### src/include/dcc_consts.svh
`ifndef DCC_CONSTS_SVH
`define DCC_CONSTS_SVH

// ----------------------------------------------------------------
// register byte addresses
// ----------------------------------------------------------------
`define DCC_ADDR_CMP_CTRL    12'h000
`define DCC_ADDR_LADDER_CTRL 12'h004
`define DCC_ADDR_IRQ_STATUS  12'h008
`define DCC_ADDR_IRQ_MASK    12'h00C
`define DCC_ADDR_IDLE        12'h010

// ----------------------------------------------------------------
// comparator control fields
// ----------------------------------------------------------------
`define DCC_B_IDLE_STOP   15
`define DCC_B_SEC_FLAG    13
`define DCC_B_FIR_FLAG    12
`define DCC_B_SEC_ON      11
`define DCC_B_FIR_ON      10
`define DCC_B_SEC_PAD     9
`define DCC_B_FIR_PAD     8
`define DCC_B_SEC_RES     7
`define DCC_B_FIR_RES     6
`define DCC_B_SEC_INV     5
`define DCC_B_FIR_INV     4
`define DCC_B_SEC_MINUS   3
`define DCC_B_SEC_PLUS    2
`define DCC_B_FIR_MINUS   1
`define DCC_B_FIR_PLUS    0
`define DCC_CMP_WMASK     16'hBF3F

// ----------------------------------------------------------------
// ladder control fields
// ----------------------------------------------------------------
`define DCC_B_LAD_POWER   7
`define DCC_B_LAD_PIN     6
`define DCC_B_LAD_RANGE   5
`define DCC_B_LAD_SOURCE  4
`define DCC_LAD_WMASK     16'h00FF

// ----------------------------------------------------------------
// status, mask and idle fields
// ----------------------------------------------------------------
`define DCC_IRQ_WMASK     32'h0000_0003
`define DCC_IDLE_WMASK    32'h0000_0001
`define DCC_RESET16       16'h0000
`define DCC_RESET2        2'h0

`endif

### src/include/dcc_pkg.sv
package dcc_pkg;
    typedef enum logic [1:0] {
        DCC_APB_IDLE   = 2'b01,
        DCC_APB_ACCESS = 2'b10
    } dcc_apb_state_t;
endpackage

### src/design/dcc_top.sv
// How it works
// - idle-stop bit set and device idle: interrupt output held off, block runs.
// - bits 13/12 flag a change of second/first comparator result.
// - bits 11/10 switch second/first comparator on; zero switches it off.
// - bits 9/8 drive second/first result onto its pad; zero releases pad.
// - bit 7 reads second result, complemented when its invert bit is set.
// - bit 6 reads first result, complemented when its invert bit is set.
// - bits 5/4 invert second/first comparator output.
// - bits 3/1 route minus input from plus pin when 1, minus pin when 0.
// - bits 2/0 route plus input from plus pin when 1, reference when 0.
// - ladder bit 7 powers the reference ladder.
// - ladder bit 6 connects the reference level to its pin.
// - ladder bit 5 picks the range: 0..0.625 in /24 or 0.25..0.719 in /32.
// - ladder bit 4 picks external reference pins or analog supply as source.
// - 4-bit level picks one of 16 ladder taps.
//
// Our own choices: the register addresses and register access over APB.
`timescale 1ns/1ps
`default_nettype none
`include "dcc_consts.svh"

module dcc_top
    import dcc_pkg::*;
(
    // clock and reset
    input  wire logic        ref_clk,
    input  wire logic        sys_rst,
    // apb slave
    input  wire logic        psel,
    input  wire logic        penable,
    input  wire logic        pwrite,
    input  wire logic [11:0] paddr,
    input  wire logic [31:0] pwdata,
    output logic      [31:0] prdata,
    output logic             pready,
    output logic             pslverr,
    // analog comparator cores
    input  wire logic        first_raw,
    input  wire logic        second_raw,
    input  wire logic        device_idle,
    output logic             first_cmp_on,
    output logic             second_cmp_on,
    output logic             first_minus_select,
    output logic             second_minus_select,
    output logic             first_plus_select,
    output logic             second_plus_select,
    // result pads (remappable pin side)
    output logic             first_pad_out,
    output logic             first_pad_oe,
    output logic             second_pad_out,
    output logic             second_pad_oe,
    // reference ladder
    output logic             ladder_power,
    output logic             ladder_pin_drive,
    output logic             ladder_range,
    output logic             ladder_source,
    output logic       [3:0] ladder_level,
    // interrupt
    output logic             cmp_irq
);
    import dcc_pkg::*;

    // ----------------------------------------------------------------
    // registers
    // ----------------------------------------------------------------
    logic [15:0]    cmp_ctrl_r;
    logic [15:0]    lad_ctrl_r;
    logic [1:0]     irq_stat_r;
    logic [1:0]     irq_mask_r;
    logic           idle_r;
    logic [1:0]     meta_r;
    logic [1:0]     sync_r;
    logic [1:0]     prev_r;
    logic           sync_valid_r;
    dcc_apb_state_t apb_state_r;

    logic           wr_take;
    logic           rd_take;
    logic           addr_ok;
    logic [1:0]     result_now;
    logic [1:0]     change;
    logic [31:0]    rd_mux;

    function automatic logic hit(input logic [11:0] a, input logic [11:0] b);
        hit = (a == b);
    endfunction

    // ----------------------------------------------------------------
    // apb handshake: one wait-free access phase
    // ----------------------------------------------------------------
    assign addr_ok = hit(paddr, `DCC_ADDR_CMP_CTRL) || hit(paddr, `DCC_ADDR_LADDER_CTRL)
                  || hit(paddr, `DCC_ADDR_IRQ_STATUS) || hit(paddr, `DCC_ADDR_IRQ_MASK)
                  || hit(paddr, `DCC_ADDR_IDLE);
    assign wr_take = psel && penable && pwrite && pready;
    assign rd_take = psel && !penable && !pwrite;

    always_ff @(posedge ref_clk or posedge sys_rst)
    begin
        if (sys_rst)
            apb_state_r <= DCC_APB_IDLE;
        else
        begin
            case (apb_state_r)
                DCC_APB_IDLE:   if (psel && !penable) apb_state_r <= DCC_APB_ACCESS;
                DCC_APB_ACCESS: apb_state_r <= DCC_APB_IDLE;
                default:        apb_state_r <= DCC_APB_IDLE;
            endcase
        end
    end

    // ready and error are registered off the setup cycle
    always_ff @(posedge ref_clk or posedge sys_rst)
    begin
        if (sys_rst)
        begin
            pready  <= 1'b0;
            pslverr <= 1'b0;
        end
        else
        begin
            pready  <= psel && !penable;
            pslverr <= psel && !penable && !addr_ok;
        end
    end

    // ----------------------------------------------------------------
    // result synchroniser and change detect
    // ----------------------------------------------------------------
    always_ff @(posedge ref_clk or posedge sys_rst)
    begin
        if (sys_rst)
        begin
            meta_r       <= `DCC_RESET2;
            sync_r       <= `DCC_RESET2;
            prev_r       <= `DCC_RESET2;
            sync_valid_r <= 1'b0;
        end
        else
        begin
            meta_r       <= {second_raw, first_raw};
            sync_r       <= meta_r;
            prev_r       <= sync_r;
            sync_valid_r <= 1'b1;
        end
    end

    // change detect uses raw samples, so toggling invert never flags
    assign result_now = {sync_r[1] ^ cmp_ctrl_r[`DCC_B_SEC_INV],
                         sync_r[0] ^ cmp_ctrl_r[`DCC_B_FIR_INV]};
    // off comparators never flag; sync_valid_r only masks the first cycle after reset, before the first sample reaches meta_r
    assign change = (sync_r ^ prev_r) & {cmp_ctrl_r[`DCC_B_SEC_ON], cmp_ctrl_r[`DCC_B_FIR_ON]}
                  & {2{sync_valid_r}};

    // ----------------------------------------------------------------
    // comparator control register
    // ----------------------------------------------------------------
    always_ff @(posedge ref_clk or posedge sys_rst)
    begin
        if (sys_rst)
            cmp_ctrl_r <= `DCC_RESET16;
        else
        begin
            if (wr_take && hit(paddr, `DCC_ADDR_CMP_CTRL))
                cmp_ctrl_r <= pwdata[15:0] & `DCC_CMP_WMASK;
            // set wins over a software clear in the same cycle
            if (change[1])
                cmp_ctrl_r[`DCC_B_SEC_FLAG] <= 1'b1;
            if (change[0])
                cmp_ctrl_r[`DCC_B_FIR_FLAG] <= 1'b1;
        end
    end

    // ----------------------------------------------------------------
    // ladder, mask, idle registers
    // ----------------------------------------------------------------
    always_ff @(posedge ref_clk or posedge sys_rst)
    begin
        if (sys_rst)
            lad_ctrl_r <= `DCC_RESET16;
        else if (wr_take && hit(paddr, `DCC_ADDR_LADDER_CTRL))
            lad_ctrl_r <= pwdata[15:0] & `DCC_LAD_WMASK;
    end

    always_ff @(posedge ref_clk or posedge sys_rst)
    begin
        if (sys_rst)
            irq_mask_r <= `DCC_RESET2;
        else if (wr_take && hit(paddr, `DCC_ADDR_IRQ_MASK))
            irq_mask_r <= pwdata[1:0];
    end

    // idle pin from the power manager is asynchronous to this clock
    logic idle_meta_r;
    always_ff @(posedge ref_clk or posedge sys_rst)
    begin
        if (sys_rst)
        begin
            idle_meta_r <= 1'b0;
            idle_r      <= 1'b0;
        end
        else
        begin
            idle_meta_r <= device_idle;
            idle_r      <= idle_meta_r;
        end
    end

    // ----------------------------------------------------------------
    // sticky interrupt status, write one to clear
    // ----------------------------------------------------------------
    always_ff @(posedge ref_clk or posedge sys_rst)
    begin
        if (sys_rst)
            irq_stat_r <= `DCC_RESET2;
        else
        begin
            if (wr_take && hit(paddr, `DCC_ADDR_IRQ_STATUS))
                irq_stat_r <= (irq_stat_r & ~pwdata[1:0]) | change;
            else
                irq_stat_r <= irq_stat_r | change;
        end
    end

    always_ff @(posedge ref_clk or posedge sys_rst)
    begin
        if (sys_rst)
            cmp_irq <= 1'b0;
        else
            cmp_irq <= |(irq_stat_r & irq_mask_r)
                       && !(cmp_ctrl_r[`DCC_B_IDLE_STOP] && idle_r);
    end

    // ----------------------------------------------------------------
    // read mux
    // ----------------------------------------------------------------
    always_comb
    begin
        rd_mux = 32'h0000_0000;
        if (hit(paddr, `DCC_ADDR_CMP_CTRL))
        begin
            rd_mux[15:0] = cmp_ctrl_r;
            rd_mux[`DCC_B_SEC_RES] = result_now[1];
            rd_mux[`DCC_B_FIR_RES] = result_now[0];
        end
        else if (hit(paddr, `DCC_ADDR_LADDER_CTRL))
            rd_mux[15:0] = lad_ctrl_r;
        else if (hit(paddr, `DCC_ADDR_IRQ_STATUS))
            rd_mux[1:0] = irq_stat_r;
        else if (hit(paddr, `DCC_ADDR_IRQ_MASK))
            rd_mux[1:0] = irq_mask_r;
        else if (hit(paddr, `DCC_ADDR_IDLE))
            rd_mux[0] = idle_r;
    end

    always_ff @(posedge ref_clk or posedge sys_rst)
    begin
        if (sys_rst)
            prdata <= 32'h0000_0000;
        else if (rd_take)
            prdata <= rd_mux;
    end

    // ----------------------------------------------------------------
    // analog and pad controls, all registered
    // ----------------------------------------------------------------
    always_ff @(posedge ref_clk or posedge sys_rst)
    begin
        if (sys_rst)
        begin
            first_cmp_on        <= 1'b0;
            second_cmp_on       <= 1'b0;
            first_minus_select  <= 1'b0;
            second_minus_select <= 1'b0;
            first_plus_select   <= 1'b0;
            second_plus_select  <= 1'b0;
            first_pad_out       <= 1'b0;
            first_pad_oe        <= 1'b0;
            second_pad_out      <= 1'b0;
            second_pad_oe       <= 1'b0;
            ladder_power        <= 1'b0;
            ladder_pin_drive    <= 1'b0;
            ladder_range        <= 1'b0;
            ladder_source       <= 1'b0;
            ladder_level        <= 4'h0;
        end
        else
        begin
            first_cmp_on        <= cmp_ctrl_r[`DCC_B_FIR_ON];
            second_cmp_on       <= cmp_ctrl_r[`DCC_B_SEC_ON];
            first_minus_select  <= cmp_ctrl_r[`DCC_B_FIR_MINUS];
            second_minus_select <= cmp_ctrl_r[`DCC_B_SEC_MINUS];
            first_plus_select   <= cmp_ctrl_r[`DCC_B_FIR_PLUS];
            second_plus_select  <= cmp_ctrl_r[`DCC_B_SEC_PLUS];
            // pin mapping is software's job before the pad is enabled
            first_pad_out       <= result_now[0];
            first_pad_oe        <= cmp_ctrl_r[`DCC_B_FIR_PAD];
            second_pad_out      <= result_now[1];
            second_pad_oe       <= cmp_ctrl_r[`DCC_B_SEC_PAD];
            ladder_power        <= lad_ctrl_r[`DCC_B_LAD_POWER];
            ladder_pin_drive    <= lad_ctrl_r[`DCC_B_LAD_PIN];
            ladder_range        <= lad_ctrl_r[`DCC_B_LAD_RANGE];
            ladder_source       <= lad_ctrl_r[`DCC_B_LAD_SOURCE];
            ladder_level        <= lad_ctrl_r[3:0];
        end
    end

endmodule
`default_nettype wire

### config.mk
export PLATFORM = sky130hd
export DESIGN_NAME = dcc_top
export DESIGN_NICKNAME = d
export VERILOG_FILES = /design/src/include/dcc_pkg.sv /design/src/design/dcc_top.sv
export VERILOG_INCLUDE_DIRS = /design/src /design/src/include
export SDC_FILE = /design/constraint.sdc
export NUM_CORES = 1
export LEC_CHECK = 0
export BUFFER_PORTS_ARGS = -buffer_cell sky130_fd_sc_hd__buf_2
export CAP_MARGIN = 30
export CORE_MARGIN = 1
export CORE_UTILIZATION = 35
export CTS_CLUSTER_SIZE = 30
export DETAILED_ROUTE_END_ITERATION = 6
export GPL_TIMING_DRIVEN = 0
export PLACE_DENSITY = 0.73
export SKIP_CTS_REPAIR_TIMING = 1
export SYNTH_ARGS = -nofsm -noshare
export SYNTH_HDL_FRONTEND = slang
export SYNTH_SLANG_ARGS = --single-unit
export TNS_END_PERCENT = 5
### constraint.sdc
create_clock -name ref_clk -period 2.2 [get_ports ref_clk]
set_clock_uncertainty 0.15 [all_clocks]
set_input_delay 0.44 -clock ref_clk [delete_from_list [all_inputs] [get_ports ref_clk]]
set_output_delay 0.44 -clock ref_clk [all_outputs]
set_load 0.02 [all_outputs]
==> flow_summary.json <==
{
  "reg2reg_to": "lad_ctrl_r[3]",
  "min_path_type": "in2async",
  "synth_edf_count": 0,
  "firstDrtPassIters": 4,
  "synthTopCellsByArea": "dfrtp_1 (63%), mux2_2 (8.5%), buf_4 (4.6%)",
  "grt_max_degree": 42,
  "crit_required_ns": 2.28,
  "period_share_pct": 91.3,
  "fin_crit_ns": 2.01,
  "vias_per_cell": 4.61,
  "power.density_nw_per_um2": 754,
  "yosysSeqAreaShare_pct": 63.2,
  "clkTransAtPathRegs_ns": 0.07,
  "setup-tns-final_ns": 0,
  "setup_viol": 0,
  "r2r_cells": 4,
  "critPathCaptureType": "flop",
  "status": "complete, no violations",
  "core_area_um2": 7690,
  "numCtsBuffers": 9,
  "cap_violations": 0,
  "drc_errors": 0,
  "routed_wl_um": 6000,
  "worst-path-max-fanout": 8,
  "avgSynthCellArea_um2": 12.6,
  "syn_to_final_growth_pct": 28.5,
  "hold_viol_final": 0,
  "post_drt_wl_per_cell_um": 14.1,
  "cp.arrival_ns": 2.09,
  "reg2reg_from": "pready",
  "critPathLaunch": "paddr[9]",
  "rsz0062_at_grt": "false",
  "die_width_um": 91.0,
  "io-pin-count": 105,
  "synth_seq_cells": 70,
  "yosys.area.top_type": "dfrtp_1",
  "synth_cells": 220,
  "synthArstFlopShare_pct": 100,
  "clock-root-buffer": "clkbuf_8",
  "tightest_slew_ns": 0.676,
  "synth_common_cells": "dfrtp_1 (70), mux2_2 (21), nor2_1 (19)",
  "crit_end": "lad_ctrl_r[3]",
  "ctsHtreeMaxLevel": 3,
  "fmax_mhz": 498,
  "clk_path_buf_depth": 2,
  "numClockSinks": 70,
  "clk_latency_ns": 0.34,
  "grt_overflow": 0,
  "hpwl_um": 4360,
  "vias": 1958,
  "diodes": 0,
  "worst-setup-path-type": "in2reg",
  "gp_congestion": 0.868,
  "ys_warn_count": 0,
  "drive_gt1_share_pct": 42.4,
  "critPathLaunchType": "primary input",
  "ir_drop_mv": 0.344,
  "grt_pass1_vias": 1911,
  "ant_nets": 0,
  "netlist.area_leader.share_pct": 63.2,
  "grt_antenna_before_repair": 0,
  "fin_nets": 370,
  "yosys_most_used_dff": "dfrtp_1",
  "leakage_nw": 1.90,
  "yosysMostFrequentCell": "dfrtp_1",
  "post_synth_instance_area_um2": 2770,
  "track_usage_pct": 15.3,
  "start_util_pct": 36.0,
  "maxSlewHeadroom_pct": 54.9,
  "grt_pass1_wl_um": 9550,
  "final_area_um2": 3560,
  "drt-initial-drc-count": 74,
  "die_area_um2": 8270,
  "r2r_slack_ns": 0.23,
  "port_buffers": 70,
  "dieHeight_um": 91.0,
  "synth_cell_type_count": 38,
  "fp-row-count": 32,
  "place_area_um2": 3330,
  "fillCellCount": 724,
  "slew_violations": 0,
  "cts_tree": "done"
}
[how the worst min path moves through the flow]
stage,slack [ns],start,cells after the start,end
2_1_floorplan,0.18,idle_meta_r,0,idle_r
3_3_place_gp,0.18,meta_r[1],0,sync_r[1]
4_1_cts,0.03,first_raw,1,meta_r[0]
5_1_grt,0.04,second_raw,1,meta_r[1]
6_report,0.03,sys_rst,2,cmp_ctrl_r[8]
3_5_place_dp,0.19,meta_r[1],0,sync_r[1]
[cell type report]
type                    count  area, um^2  share of cell area (%)
plain buffers              22         155                    4.36
clock buffers              14         183                    5.13
clock inverters             2        37.5                    1.05
inverters                   6        26.3                   0.738
multi-input cells         138         907                    25.5
flip-flops and latches     70        1750                    49.2
well taps                 102         128                    3.59
repair buffers             71         370                    10.4
[metal layers]
metal | vias up | wire length, um | GRT usage (%)
li1 | 927 | - | -
met1 | 961 | 2570 | 19.1
met2 | 60 | 3030 | 24.7
met3 | 10 | 325 | 4.86
met4 | 0 | 80 | 5.95
met5 | - | 0 | 0
[where the power goes]
part / internal, W / total (W) / switching [W]
clock: 0.000648 / 0.00111 / 0.000458
sequential: 0.00132 / 0.00134 / 0.0000185
combinational: 0.0000882 / 0.000239 / 0.000151
total: 0.00206 / 0.00268 / 0.000627
[placed cells by master (no fill, tap or decap), types with 2 or more instances in the layout]
master	synthesis	final
a221oi_1	6	6
a31oi_1	2	2
and3_1	3	3
buf_2	1	71
buf_4	17	17
clkbuf_1	3	4
clkbuf_8	0	13
clkinvlp_4	0	2
conb_1	2	18
dfrtp_1	70	70
inv_1	6	5
mux2_2	21	21
nand2_1	17	17
nand3_1	17	17
nor2_1	19	19
nor3_1	3	3
nor4_4	2	2
o21ai_0	5	5
or3_1	2	2
xor2_1	4	4
[registers in the layout, summed over array words and instances, names as in the netlist, 2 cells and up]
register / flops
prdata: 15
cmp_ctrl_r: 13
lad_ctrl_r: 8
ladder_level: 4
irq_mask_r: 2
irq_stat_r: 2
meta_r: 2
prev_r: 2
sync_r: 2
[kinds of logic (layout without fill, tap and decap cells)]
logic type	after synthesis	after routing	synth area share, %
AOI/OAI and AO/OA	18	18	4.56
muxes	22	22	9.35
other	2	18	0.271
buffers and inverters	28	115	6.41
DFF	70	70	63.2
xor gates and xnor gates	4	4	1.26
and+or+nand+nor	76	76	14.9
[worst max-delay path, stage by stage]
cell and delay, ns:
buf_2 0.11, nor4_2 0.35, nand3_1 0.26, nor2_2 0.52, mux2_2 0.41
[through the flow]
stage | util, % | hold WS [ns] | setup WS (ns) | total power (W) | cells
after floorplan | - | 0.181 | 0.268 | 0.00151 | 236
after global placement | 43.1 | 0.185 | -0.280 | 0.00159 | 408
after detailed placement | 43.3 | 0.186 | -0.329 | 0.00160 | 409
after CTS | 46.2 | 0.0321 | 0.0479 | 0.00271 | 425
after global routing | 46.3 | 0.0364 | 0.0796 | 0.00278 | 425
final | 46.3 | 0.0330 | 0.190 | 0.00268 | 425
Power figures use the tool's default switching activity.
